$ cat src/ssa_pkg.sv
// Constants and types for the serial signed add order block
package ssa_pkg;

	// ------------------------------------------------------------
	// Word and pulse timing (one bit per pclk, 42 pulses per minor cycle)
	// ------------------------------------------------------------
	localparam int         WORD_W      = 42;
	localparam int         HI_W        = WORD_W - 32;
	localparam logic [5:0] T_LAST      = 6'd41;
	localparam logic [5:0] T_CMP_RST   = 6'd1;
	localparam logic [5:0] T_FLAG_RST  = 6'd2;
	localparam logic [5:0] T_SLOT_STEP = 6'd2;
	localparam logic [5:0] T_CP_FIRST  = 6'd6;
	localparam logic [5:0] T_MAG       = 6'd34;
	localparam logic [5:0] T_SIGN      = 6'd35;
	localparam logic [5:0] T_CP_LAST   = 6'd35;
	localparam logic [5:0] T_P0        = 6'd40;
	localparam logic [5:0] MSB_BIT     = 6'd36;
	localparam logic [5:0] SIGN_BIT    = 6'd37;
	localparam logic [3:0] SLOT_LAST   = 4'h9;

	// ------------------------------------------------------------
	// Stages, steps and control lines
	// ------------------------------------------------------------
	typedef enum logic [1:0] {STG_ALPHA, STG_BETA, STG_GAMMA, STG_DELTA} ssa_stage_e;
	typedef enum logic [1:0] {STEP_FETCH, STEP_COMPARE, STEP_ADD, STEP_SPARE} ssa_step_e;
	localparam logic [20:0] FL_FETCH   = 21'h08100a;  // Lines 1, 3, 12, 19
	localparam logic [20:0] FL_COMPARE = 21'h012000;  // Lines 13, 16
	localparam logic [20:0] FL_ADD     = 21'h104400;  // Lines 10, 14, 20

	// ------------------------------------------------------------
	// Register map, field positions, reset values
	// ------------------------------------------------------------
	localparam logic [11:0] REG_CTRL     = 12'h000;
	localparam logic [11:0] REG_STATUS   = 12'h004;
	localparam logic [11:0] REG_ACC_LO   = 12'h008;
	localparam logic [11:0] REG_ACC_HI   = 12'h00c;
	localparam logic [11:0] REG_OPND_LO  = 12'h010;
	localparam logic [11:0] REG_OPND_HI  = 12'h014;
	localparam logic [11:0] REG_MEM_BASE = 12'h040;
	localparam logic [11:0] REG_MEM_END  = 12'h090;
	localparam logic [4:0]  MEM_IDX_OFS  = 5'h08;
	localparam int CTRL_GO      = 0;
	localparam int CTRL_OVF_CLR = 1;
	localparam int CTRL_ADDR    = 4;
	localparam int ST_STAGE     = 0;
	localparam int ST_STEP      = 2;
	localparam int ST_HOLD      = 4;
	localparam int ST_MAG       = 5;
	localparam int ST_SDIFF     = 6;
	localparam int ST_OVF       = 7;
	localparam int ST_CP        = 8;
	localparam int ST_S2        = 9;
	localparam int ST_BUSY      = 10;
	localparam int ST_SLOT      = 12;
	localparam int ST_ADDR      = 16;
	localparam logic [3:0] RST_ADDR = 4'h0;

endpackage : ssa_pkg

$ cat src/ssa_add_if.sv
// Interface between the add sequencer and the serial binary adder
`timescale 1ns/1ps
`default_nettype none
interface ssa_add_if;
	logic upper;   // Upper adder input bit
	logic lower;   // Lower adder input bit, after complementer and sign strip
	logic inject;  // Initial carry pulse for subtraction
	logic clear;   // Holds the carry delay empty outside the add step
	logic kill;    // Stops this carry from reaching the next column
	logic sum;
	logic carry;
	modport core  (output upper, output lower, output inject, output clear, output kill, input sum, input carry);
	modport adder (input upper, input lower, input inject, input clear, input kill, output sum, output carry);
endinterface : ssa_add_if
`default_nettype wire

$ cat src/ssa_serial_adder.sv
// Serial binary adder with one-bit carry delay
`timescale 1ns/1ps
`default_nettype none
module ssa_serial_adder
	import ssa_pkg::*;
(
	input wire logic  pclk,
	input wire logic  presetn,
	ssa_add_if.adder  ad
);

	typedef struct packed {
		logic carry;
	} ssa_adder_s;

	ssa_adder_s q;
	ssa_adder_s d;
	logic       cin;

	// ------------------------------------------------------------
	// Full adder on the current column
	// ------------------------------------------------------------
	// Delayed carry plus the injected pulse form the third input
	assign cin      = q.carry | ad.inject;
	assign ad.sum   = ad.upper ^ ad.lower ^ cin;
	assign ad.carry = (ad.upper & ad.lower) | (cin & (ad.upper ^ ad.lower));

	// Carry is delayed one bit time before it is fed back
	always_comb begin
		d = q;
		d.carry = ~ad.clear & ~ad.kill & ad.carry;
	end

	always_ff @(posedge pclk or negedge presetn) begin
		if (!presetn) begin
			q <= '0;
		end else begin
			q <= d;
		end
	end

endmodule : ssa_serial_adder
`default_nettype wire

$ cat src/ssa_top.sv
// Serial signed add order: three-step sequencer, comparator and adder path
// ------------------------------------------------------------
// How it works
// - Fetch, compare, add run as steps
// - Sign differ flag set when signs differ
// - Slot matching selected word means word emerges next t0
// - Magnitude flag set at t34 if greater
// - Adder never yields a negative zero
// - After compare, next t0 advances step
// - Hold interval protects both comparison flags
// - Add step raises lines 10, 14, 20
// - Sign differ selects complement, i.e. subtraction
// - Operand upper select swaps adder inputs
// - Pulses 6..35 complement the lower input
// - Lower input sign pulse is stripped
// - Sum replaces accumulator bits in step
// - Carry delayed one bit, fed back
// - Subtraction injects initial carry pulse
// - True addition carry from p36 overflows
// - Overflow keeps hold interval set until software clears it
// - Expected carry in subtraction never overflows
// - Line 10 ending pulse returns stage 00
// ------------------------------------------------------------
//
// The APB register port and the register addresses were left to the implementer.
`timescale 1ns/1ps
`default_nettype none
module ssa_top
	import ssa_pkg::*;
(
	input  wire logic        pclk,
	input  wire logic        presetn,
	input  wire logic        psel,
	input  wire logic        penable,
	input  wire logic        pwrite,
	input  wire logic [11:0] paddr,
	input  wire logic [31:0] pwdata,
	output var  logic [31:0] prdata,
	output var  logic        pready,
	output var  logic        pslverr,
	output var  logic        hold_interval,
	output var  logic [1:0]  stage_counter,
	output var  logic [1:0]  step_counter,
	output var  logic        overflow_flag,
	output var  logic [20:0] control_line
);

	// ------------------------------------------------------------
	// State
	// ------------------------------------------------------------
	typedef struct packed {
		logic [9:0][WORD_W-1:0] mem;     // Ten-word channel
		logic [WORD_W-1:0]      acc;     // Accumulator register
		logic [WORD_W-1:0]      opnd;    // Operand register
		logic [5:0]             pulse;   // Pulse generator t0..t41
		logic [3:0]             slot;    // Word slot counter
		logic [3:0]             addr;    // Selected word
		ssa_stage_e             stage;
		ssa_step_e              step;
		logic                   start;
		logic                   hold;
		logic                   tsel;    // Time selection minor cycle
		logic                   cmp_gt;  // Running serial magnitude compare
		logic                   mag;     // Magnitude greater flag
		logic                   sdiff;   // Sign differ flag
		logic                   ovf;
		logic                   nonzero; // Sum magnitude has a one
		logic [20:0]            fline;
		logic [31:0]            prdata;
		logic                   pready;
		logic                   pslverr;
	} ssa_state_s;

	ssa_state_s q;
	ssa_state_s d;
	ssa_add_if  ad ();

	logic [5:0] bit_idx;
	logic       run;
	logic       fetching;
	logic       comparing;
	logic       adding;
	logic       complement_enable;
	logic       operand_upper_select;
	logic       acc_bit;
	logic       opnd_bit;
	logic       lower_raw;
	logic       cp_win;
	logic       cmp_now;
	logic       sum_bit;
	logic       busy;
	logic       setup;
	logic       wr;
	logic [4:0] mem_idx;
	logic       mem_hit;

	// ------------------------------------------------------------
	// Datapath steering
	// ------------------------------------------------------------
	// Bit p0 passes at t40, so the column index lags the pulse by 40
	assign bit_idx   = (q.pulse >= T_P0) ? q.pulse - T_P0 : q.pulse + 6'(WORD_W - 40);
	assign run       = (q.stage == STG_GAMMA) && !q.hold;
	assign fetching  = run && (q.step == STEP_FETCH) && q.tsel;
	assign comparing = run && (q.step == STEP_COMPARE);
	assign adding    = run && (q.step == STEP_ADD);
	assign acc_bit   = q.acc[bit_idx];
	assign opnd_bit  = q.opnd[bit_idx];
	assign cmp_now   = (acc_bit != opnd_bit) ? acc_bit : q.cmp_gt;

	// Subtract when signs differ; smaller magnitude goes to the complementer
	assign complement_enable    = (q.stage == STG_GAMMA) && (q.step == STEP_ADD) && q.sdiff;
	assign operand_upper_select = !q.mag;
	assign cp_win    = complement_enable && (q.pulse >= T_CP_FIRST) && (q.pulse <= T_CP_LAST);
	assign lower_raw = operand_upper_select ? acc_bit : opnd_bit;

	// Adder inputs; the lower sign pulse is stripped after the complementer
	assign ad.upper  = operand_upper_select ? opnd_bit : acc_bit;
	assign ad.lower  = (bit_idx == SIGN_BIT) ? 1'b0 : (lower_raw ^ cp_win);
	assign ad.inject = complement_enable && (q.pulse == T_CP_FIRST);
	assign ad.clear  = !adding;
	assign ad.kill   = (q.pulse == T_MAG);  // Carry out of p36 never reaches the sign column

	// Result sign follows the upper input, forced plus when magnitude is zero
	assign sum_bit = (bit_idx == SIGN_BIT) ? (ad.upper & q.nonzero) : ad.sum;

	// Bus side decode helpers
	assign busy    = (q.stage != STG_ALPHA) || q.start;
	assign setup   = psel && !penable;
	assign wr      = psel && penable && q.pready && pwrite;
	assign mem_idx = paddr[7:3] - MEM_IDX_OFS;
	assign mem_hit = (paddr >= REG_MEM_BASE) && (paddr < REG_MEM_END);

	ssa_serial_adder ssa_serial_adder_i (
		.pclk    (pclk),
		.presetn (presetn),
		.ad      (ad.adder)
	);

	// ------------------------------------------------------------
	// Next state
	// ------------------------------------------------------------
	always_comb begin
		d = q;

		// Pulse generator stepped every pclk, word slot counter stepped at t2
		d.pulse = (q.pulse == T_LAST) ? 6'd0 : q.pulse + 6'd1;
		if (q.pulse == T_SLOT_STEP) begin
			d.slot = (q.slot == SLOT_LAST) ? 4'h0 : q.slot + 4'h1;
		end

		// Fetch: selected word streams p1 first from t1, p0 last at the closing t0, into the operand register
		if (fetching) begin
			d.opnd[q.pulse] = q.mem[q.addr][q.pulse];
		end

		// Compare: flags only reset while no hold is present
		if (comparing) begin
			if (q.pulse == T_CMP_RST) begin
				d.cmp_gt = 1'b0;
			end else if (bit_idx <= MSB_BIT) begin
				d.cmp_gt = cmp_now;
			end
			if (q.pulse == T_FLAG_RST) begin
				d.mag   = 1'b0;
				d.sdiff = 1'b0;
			end
			if (q.pulse == T_MAG) begin
				d.mag = cmp_now;
			end
			if (q.pulse == T_SIGN) begin
				d.sdiff = q.acc[SIGN_BIT] ^ q.opnd[SIGN_BIT];
			end
		end

		// Add: sum written back into the same column, old bit dropped
		if (adding) begin
			d.acc[bit_idx] = sum_bit;
			if (q.pulse == T_CMP_RST) begin
				d.nonzero = ad.sum;
			end else if (bit_idx <= MSB_BIT) begin
				d.nonzero = q.nonzero | ad.sum;
			end
		end

		// Software overflow clear comes first so a same-cycle carry still sets
		if (wr && (paddr == REG_CTRL) && pwdata[CTRL_OVF_CLR]) begin
			d.ovf = 1'b0;
		end
		if (adding && (q.pulse == T_MAG) && ad.carry && !complement_enable) begin
			d.ovf = 1'b1;
		end

		// Sequencer: every transition happens on a t0 pulse
		if (q.pulse == 6'd0) begin
			if (q.start) begin
				d.start = 1'b0;
				d.stage = STG_GAMMA;
				d.step  = STEP_FETCH;
				d.hold  = 1'b1;
				d.tsel  = 1'b0;
			end else if (q.hold) begin
				if (!q.ovf) begin
					d.hold = 1'b0;
				end
			end else if (q.stage == STG_GAMMA) begin
				case (q.step)
					STEP_FETCH: begin
						if (q.tsel) begin
							d.tsel = 1'b0;
							d.step = STEP_COMPARE;
							d.hold = 1'b1;
						end else if (q.slot == q.addr) begin
							d.tsel = 1'b1;
						end
					end
					STEP_COMPARE: begin
						d.step = STEP_ADD;
						d.hold = 1'b1;
					end
					default: begin
						d.hold  = 1'b1;
						d.step  = STEP_FETCH;
						d.stage = STG_ALPHA;
					end
				endcase
			end
		end

		// Control lines follow the step counter while in the gamma stage
		if (d.stage != STG_GAMMA) begin
			d.fline = '0;
		end else if (d.step == STEP_FETCH) begin
			d.fline = FL_FETCH;
		end else if (d.step == STEP_COMPARE) begin
			d.fline = FL_COMPARE;
		end else begin
			d.fline = FL_ADD;
		end

		// APB writes take effect at the access edge; data path locked while busy
		if (wr) begin
			if (paddr == REG_CTRL) begin
				if (pwdata[CTRL_GO] && !busy) begin
					d.start = 1'b1;
					d.addr  = pwdata[CTRL_ADDR +: 4];
				end
			end else if (busy) begin
				d.pslverr = 1'b0;
			end else if (paddr == REG_ACC_LO) begin
				d.acc[31:0] = pwdata;
			end else if (paddr == REG_ACC_HI) begin
				d.acc[WORD_W-1:32] = pwdata[HI_W-1:0];
			end else if (paddr == REG_OPND_LO) begin
				d.opnd[31:0] = pwdata;
			end else if (paddr == REG_OPND_HI) begin
				d.opnd[WORD_W-1:32] = pwdata[HI_W-1:0];
			end else if (mem_hit && !paddr[2]) begin
				d.mem[mem_idx][31:0] = pwdata;
			end else if (mem_hit) begin
				d.mem[mem_idx][WORD_W-1:32] = pwdata[HI_W-1:0];
			end
		end

		// APB read data and answer prepared in the setup cycle
		d.pready  = setup;
		d.pslverr = 1'b0;
		d.prdata  = '0;
		if (setup) begin
			if (paddr == REG_CTRL) begin
				d.prdata[CTRL_ADDR +: 4] = q.addr;
			end else if (paddr == REG_STATUS) begin
				d.prdata[ST_STAGE +: 2] = q.stage;
				d.prdata[ST_STEP +: 2]  = q.step;
				d.prdata[ST_HOLD]       = q.hold;
				d.prdata[ST_MAG]        = q.mag;
				d.prdata[ST_SDIFF]      = q.sdiff;
				d.prdata[ST_OVF]        = q.ovf;
				d.prdata[ST_CP]         = complement_enable;
				d.prdata[ST_S2]         = operand_upper_select;
				d.prdata[ST_BUSY]       = busy;
				d.prdata[ST_SLOT +: 4]  = q.slot;
				d.prdata[ST_ADDR +: 4]  = q.addr;
			end else if (paddr == REG_ACC_LO) begin
				d.prdata = q.acc[31:0];
			end else if (paddr == REG_ACC_HI) begin
				d.prdata[HI_W-1:0] = q.acc[WORD_W-1:32];
			end else if (paddr == REG_OPND_LO) begin
				d.prdata = q.opnd[31:0];
			end else if (paddr == REG_OPND_HI) begin
				d.prdata[HI_W-1:0] = q.opnd[WORD_W-1:32];
			end else if (mem_hit && !paddr[2]) begin
				d.prdata = q.mem[mem_idx][31:0];
			end else if (mem_hit) begin
				d.prdata[HI_W-1:0] = q.mem[mem_idx][WORD_W-1:32];
			end else begin
				d.pslverr = 1'b1;  // Unmapped offset
			end
		end
	end

	// ------------------------------------------------------------
	// State register
	// ------------------------------------------------------------
	always_ff @(posedge pclk or negedge presetn) begin
		if (!presetn) begin
			q       <= '0;
			q.addr  <= RST_ADDR;
			q.stage <= STG_ALPHA;
			q.step  <= STEP_FETCH;
		end else begin
			q <= d;
		end
	end

	// Outputs straight from the state register
	assign prdata        = q.prdata;
	assign pready        = q.pready;
	assign pslverr       = q.pslverr;
	assign hold_interval = q.hold;
	assign stage_counter = q.stage;
	assign step_counter  = q.step;
	assign overflow_flag = q.ovf;
	assign control_line  = q.fline;
endmodule : ssa_top
`default_nettype wire

$ cat config.mk
export PLATFORM = sky130hd
export DESIGN_NAME = ssa_top
export DESIGN_NICKNAME = d
export VERILOG_FILES = /design/src/ssa_pkg.sv /design/src/ssa_add_if.sv /design/src/ssa_serial_adder.sv /design/src/ssa_top.sv
export SDC_FILE = /design/constraint.sdc
export NUM_CORES = 1
export LEC_CHECK = 0
export BUFFER_PORTS_ARGS = -buffer_cell sky130_fd_sc_hd__clkbuf_2
export CAP_MARGIN = 10
export CORE_MARGIN = 2
export CORE_UTILIZATION = 63
export DETAILED_ROUTE_END_ITERATION = 7
export PLACE_DENSITY = 0.84
export SLEW_MARGIN = 15
export SYNTH_ARGS = -nofsm -noshare
export SYNTH_HDL_FRONTEND = slang
export SYNTH_HIERARCHICAL = 1
export SYNTH_SLANG_ARGS = --single-unit
$ cat constraint.sdc
create_clock -name pclk -period 5.9 [get_ports pclk]
set_input_delay 0.59 -clock pclk [delete_from_list [all_inputs] [get_ports pclk]]
set_output_delay 0.59 -clock pclk [all_outputs]
set_load 0.03 [all_outputs]
[Word-level counts from Yosys, hierarchy flattened]
Cells that the tools add are included.
Storage, ports and cells
  register bits: 586
  logic and storage cells: 243
  output and inout bits: 61
Cells by class
  bitwise logic cells: 19
  reductions and logical operators: 52
  magnitude comparators: 13
  add/sub/neg operators: 5
  multiplexer cells: 103
  eq/ne operators: 21
Operators with widths (count)
  $bwmux W420: 2
  $mux W420: 2
  $bmux W42 S4: 2
  $demux W42 S4: 2
  $mux W42: 7
  $mux W84: 3
  $mux W32: 6
  $bwmux W42: 2
  $mux W10: 8
  $mux W22: 3
  $mux W21: 3
  $mux W1: 39
  $logic_and A1 B1 Y1: 25
  $eq A12 B4 Y1 const B: 2
  $eq A12 B5 Y1 const B: 2
  $eq A6 B6 Y1 const B: 4
  $mux W24: 1
  $mux W4: 6
  $bmux W1 S6: 3
  $reduce_bool A2 Y1: 8
  $lt A6 B7 Y1 const B: 2
  $demux W1 S6: 2
  $eq A12 B3 Y1 const B: 1
  $ge A12 B7 Y1 const B: 1
  44 further kinds: 77

[Logic depth before layout (Yosys ltp)]
  depth after elaboration: 17
  mapped depth: 22

[Cells and area by module]
The synthesis kept the hierarchy.
Modules (own cells, without submodules)
  ssa_top: area an instance 32399.8 µm², cells an instance 2728, instances 1, seq. area each 14188.6 µm²
  ssa_serial_adder: area an instance 73.8 µm², cells an instance 8, instances 1, seq. area each 25.0 µm²

[Worst setup path before layout]
Ideal clock, no wire load.
  kind: flip-flop to flip-flop
  start point: reg q[79] in the netlist's numbering
  end point: reg q[141] in the netlist's numbering
  path slack: 1339 ps
  arrival: 4410 ps
  data required time: 5748 ps
  stages on the path, launching flop included: 21
  buffers on the path: 3
  cell sequence: dfrtp_1 > clkbuf_1 > inv_1 > ha_1 > nor3b_2 > a211oi_2 > nor2_1 > buf_2 > a211oi_1 > o21ai_0 > o211a_1 > or4_1 > buf_4 > mux2i_1 > mux2_4 > inv_1 > fa_1 > inv_1 > and2_1 > nor2_1 > a21oi_1
RTL lines
  start: declaration: line ssa_top.sv:74  | ssa_state_s q;

==> impl.org <==
** Job
- Reported max-cap violation count :: 0

** Finish
- Footprint of the flip-flops and latches :: approximately 0.014 mm²
- Fillers :: between 3000 and 4000
- Layout cells sized above 1 :: a little over a third
- Post-route cell area :: ~0.035 mm²
- P&R area growth vs syn :: 7.544%
- In the layout the commonest cells are sky130_fd_sc_hd__dfrtp_1 (565), sky130_fd_sc_hd__mux2_2 (466), sky130_fd_sc_hd__mux4_2 (183).
- Summing all multi-input logic gate instances after layout gives 0.01676 mm².
- Number of nets at the end of the flow :: around 2700
- Most frequent standard cell in the layout excluding fill and tap cells :: sky130_fd_sc_hd__dfrtp_1

** STA
- For this run, the top clock speed supported by timing is about 190 MHz.
- After layout, the minimum clock period comes to about 5.3 ns.
- The clock arrives with 0.02019 ns of skew.
- At the pin with the least slew margin, the transition time is 1.243 ns.
- Measured against its own limit, the worst slew margin works out to between 10% and 20%.
- The number of hold-slack violations in the final timing report is 0.
- Crit share post-route :: 90.17%
- Final setup viols :: 0
- In the final timing run, aggregate negative setup slack is 0 ns.
- After layout, the worst setup slack is a little under 0.6 ns.
- Slew Limit Fails :: 0
- RSZ-0062 raised after global routing :: no

** CTS
- H-tree depth reported by CTS :: 2
- Clock Tree Root :: sky130_fd_sc_hd__clkbuf_16
- Post CTS Setup Buffer Count :: 0
- Buffers inserted to repair hold after CTS numbered 1.
- TritonCTS built the clock tree.
- Clock sink count :: 568
- Clock transition at the register clock pins on the worst setup and hold paths after CTS :: ~0.060 ns
- Counting along the longest clock path gives a buffer depth of 3.
- The clock reaches the later pin of the worst-skew pair after 0.64 ns.
- CTS-repair resized insts :: 0
- The number of clock buffers added by TritonCTS is 56.

** Floorplan
- FP Rows :: 83
- between 100 and 150 I/O pins were placed.
- Die extent in y :: roughly 230 µm
- Die Wd :: 231.0 µm
- In this run the standard cell core region covers 0.05109 mm².
- For this configuration, the core starts out at a cell density of a little under two thirds.
- The floorplan step defined a die boundary enclosing approximately 0.053 mm².

** Yosys
- After synthesis, the share of flip-flops with an asynchronous set or reset is between 90% and 100%.
- Total of flip-flops plus latches after synthesis :: around 570
- The number of different library cells used by synthesis comes to ~90.
- Instance count of the mapped netlist :: between 2000 and 3000
- Most instantiated flip-flop cell in the synthesis netlist :: sky130_fd_sc_hd__dfrtp_1
- During synthesis, Yosys emitted a total of 6 warnings.
- Post-synthesis cell area :: 0.03247 mm²
- Yosys mapped a number of flops with a built-in enable equal to 0.
- Sequential fraction of the synthesis area :: between 40% and 50%
- Averaged over all synthesized cells, the footprint is approximately 12 µm².

** Place
- Gp weighted congestion :: 1.032
- Pre-CTS setup slack :: between 0.6 and 0.7 ns
- Placed instance area :: 0.03297 mm²
- During placement, the flow inserted port buffers numbering 97.
- Detailed placement ended at an HPWL of roughly 70 mm.

** Outcome
- The run finished with clean final reports.

** Power
- PnR Total Power :: between 0.008 and 0.009 W
- IR analysis of the VDD net gives a maximum drop of 0.2506 mV.
- Power density over the cells :: 230.3 mW/mm²
- Leakage Power :: around 15 nW

** Critical path
- Arrival time reported for the critical path endpoint :: 5.78 ns
- Crit path buf inv count :: 3
- The signal on the critical path passes through o21ai_2, nor2_1, nor2_1, buf_4, a21oi_1, o211a_1, or4_1, mux2i_1, mux2_4, inv_1, fa_1, inv_1, and2_1, nor2_1, a21oi_1.
- Along the worst path, the maximum fanout reaches 16.
- The largest single stage delay on the critical path is 0.66 ns.
- The worst setup path is captured at a register.
- By startpoint and endpoint, the worst setup path is classified as register to register.
- The worst register-to-register path has a setup slack of 0.58 ns.
- Among all stages on the critical path, the largest delay is contributed by sky130_fd_sc_hd__or4_1.
- Data required time of the worst path :: about 6.4 ns
- Kind of start point of the critical path :: register
- Critical Path Most Common Cell :: sky130_fd_sc_hd__nor2_1
- Broken down by cell family, the worst path's largest delay share belongs to simple AND/OR/NAND/NOR gates.

** Detailed routing
- In the routed design, unresolved DRC markers number 0.
- Antenna viol nets, final :: 0
- Final routed wirelength across all metal layers :: 106.6 mm
- Initial DRC Count :: ~3900
- Detailed-router iteration count before antenna repair :: 7
- WL per Instance :: ~31 µm
- Using the TritonRoute via totals, the vias-per-cell ratio works out to 7.435.
- Routed via count :: roughly 25000

** Worst hold path
- The path class of the tightest hold or removal check is input port to register.

** GRT
- Number of global-route vias before repair :: about 25000
- Global routing used 40.18% of the available tracks.
- Remaining global-route overflow :: 0
- Global-route wire length before repair :: approximately 160 mm
- The number of antenna violations at the first check in global routing came to 5.
- Entering global routing, the biggest net connects 196 pins.
-- final cells by class --
cell class                      instances  area share (%)
Sequential cell                       568           40.73
Inverter                               23          0.2472
Antenna cell                            2         0.01433
Clock inverter                         24          0.8706
Tap cell                              680           2.436
Timing Repair Buffer                  161           3.078
Clock buffer                           81           4.625
Multi-Input combinational cell       1861           48.00
-- logic make-up (layout without fill, tap and decap cells) --
| family | after synthesis | count (layout) | synth area share (%) |
|---|---|---|---|
| adder cells (fa/ha/maj) | 17 | 17 | 0.6781 |
| other | 1 | 14 | 0.01155 |
| AO/OA/AOI/OAI | 530 | 530 | 10.43 |
| XOR/XNOR | 15 | 15 | 0.4277 |
| multiplexers | 728 | 728 | 31.36 |
| AND/OR/NAND/NOR | 559 | 559 | 8.357 |
| buffers and inverters | 318 | 289 | 4.963 |
| flip-flops | 568 | 568 | 43.77 |
-- flip-flops by register name (all words and copies together), names as in the netlist --
signal,count
stage_counter,2
prdata,32
hold_interval,1
step_counter,2
control_line,3
pslverr,1
q,524
pready,1
ssa_serial_adder_i/q,1
overflow_flag,1
-- worst register-to-register path, delay by kind of cell, from the launching register on --
| kind | cells | cell delay, ns |
|---|---|---|
| fa+ha+maj | 1 | 0.49 |
| compound gates | 4 | 1.12 |
| simple gates | 5 | 2.14 |
| buf+inv | 3 | 0.42 |
| flops | 1 | 0.56 |
| mux | 2 | 0.42 |
-- metal layers --
layer / wire length [µm] / track usage (%) / part of all wire (%) / vias up
li1: - / - / - / 10115
met1: 38190 / 52.33 / 36 / 12784
met2: 48590 / 60.61 / 46 / 1897
met3: 12510 / 11.20 / 12 / 479
met4: 7276 / 23.85 / 6.8 / 4
met5: 30 / 0 / 0.028 / -
-- final timing paths --
| path | from | endpoint | cells after the start |
|---|---|---|---|
| worst max register to register | q[78] | q[141] | 15 |
| worst min-delay path | psel | prdata[4] | 3 |
| worst min register to register | q[311] | q[311] | 1 |
| max in group asynchronous | presetn | q[267] | 3 |
| worst max-delay path | q[78] | q[141] | 15 |
| min in group asynchronous | presetn | hold_interval | 2 |
-- synth_stat cells, types with 15 or more instances --
| library cell | n | area share (%) |
|---|---|---|
| sky130_fd_sc_hd__dfrtp_1 | 568 | 44 |
| sky130_fd_sc_hd__nor2_1 | 140 | 1.6 |
| sky130_fd_sc_hd__buf_1 | 15 | 0.17 |
| sky130_fd_sc_hd__nand3_1 | 55 | 0.85 |
| sky130_fd_sc_hd__a211oi_1 | 29 | 0.67 |
| sky130_fd_sc_hd__buf_4 | 93 | 2.1 |
| sky130_fd_sc_hd__o21ai_0 | 152 | 2.3 |
| sky130_fd_sc_hd__a31oi_1 | 32 | 0.62 |
| sky130_fd_sc_hd__mux4_2 | 183 | 13 |
| sky130_fd_sc_hd__buf_2 | 37 | 0.57 |
| sky130_fd_sc_hd__mux2i_1 | 65 | 2.0 |
| sky130_fd_sc_hd__ha_1 | 16 | 0.62 |
| sky130_fd_sc_hd__nand2_1 | 153 | 1.8 |
| sky130_fd_sc_hd__a21oi_1 | 137 | 2.1 |
| sky130_fd_sc_hd__o211ai_1 | 51 | 1.2 |
| sky130_fd_sc_hd__and3_1 | 59 | 1.1 |
| sky130_fd_sc_hd__nor3_1 | 42 | 0.65 |
| sky130_fd_sc_hd__nor2_2 | 16 | 0.31 |
| sky130_fd_sc_hd__nor2b_1 | 20 | 0.39 |
| sky130_fd_sc_hd__a221o_1 | 28 | 0.86 |
| sky130_fd_sc_hd__mux2_2 | 466 | 16 |
| sky130_fd_sc_hd__clkbuf_1 | 147 | 1.7 |
| sky130_fd_sc_hd__inv_1 | 21 | 0.24 |
-- through the flow --
stage	instances	util [%]	hold slack, ns
after global placement	3291	64.52	0.4816
after floorplan	2747	-	0.2944
after global routing	3399	68.35	0.2928
after CTS	3397	68.30	0.2552
final	3400	68.35	0.2645
after detailed placement	3291	64.53	0.4967
-- where the power goes --
group	switching (W)	internal (W)	total (W)	leakage, nW
Sequential	0.00000218	0.00390	0.00390	7.53
Clock	0.00162	0.00217	0.00379	0.957
Combinational	0.000280	0.0000703	0.000350	6.88
Total	0.00191	0.00614	0.00804	15.4
(Power assumes the default switching activity.)
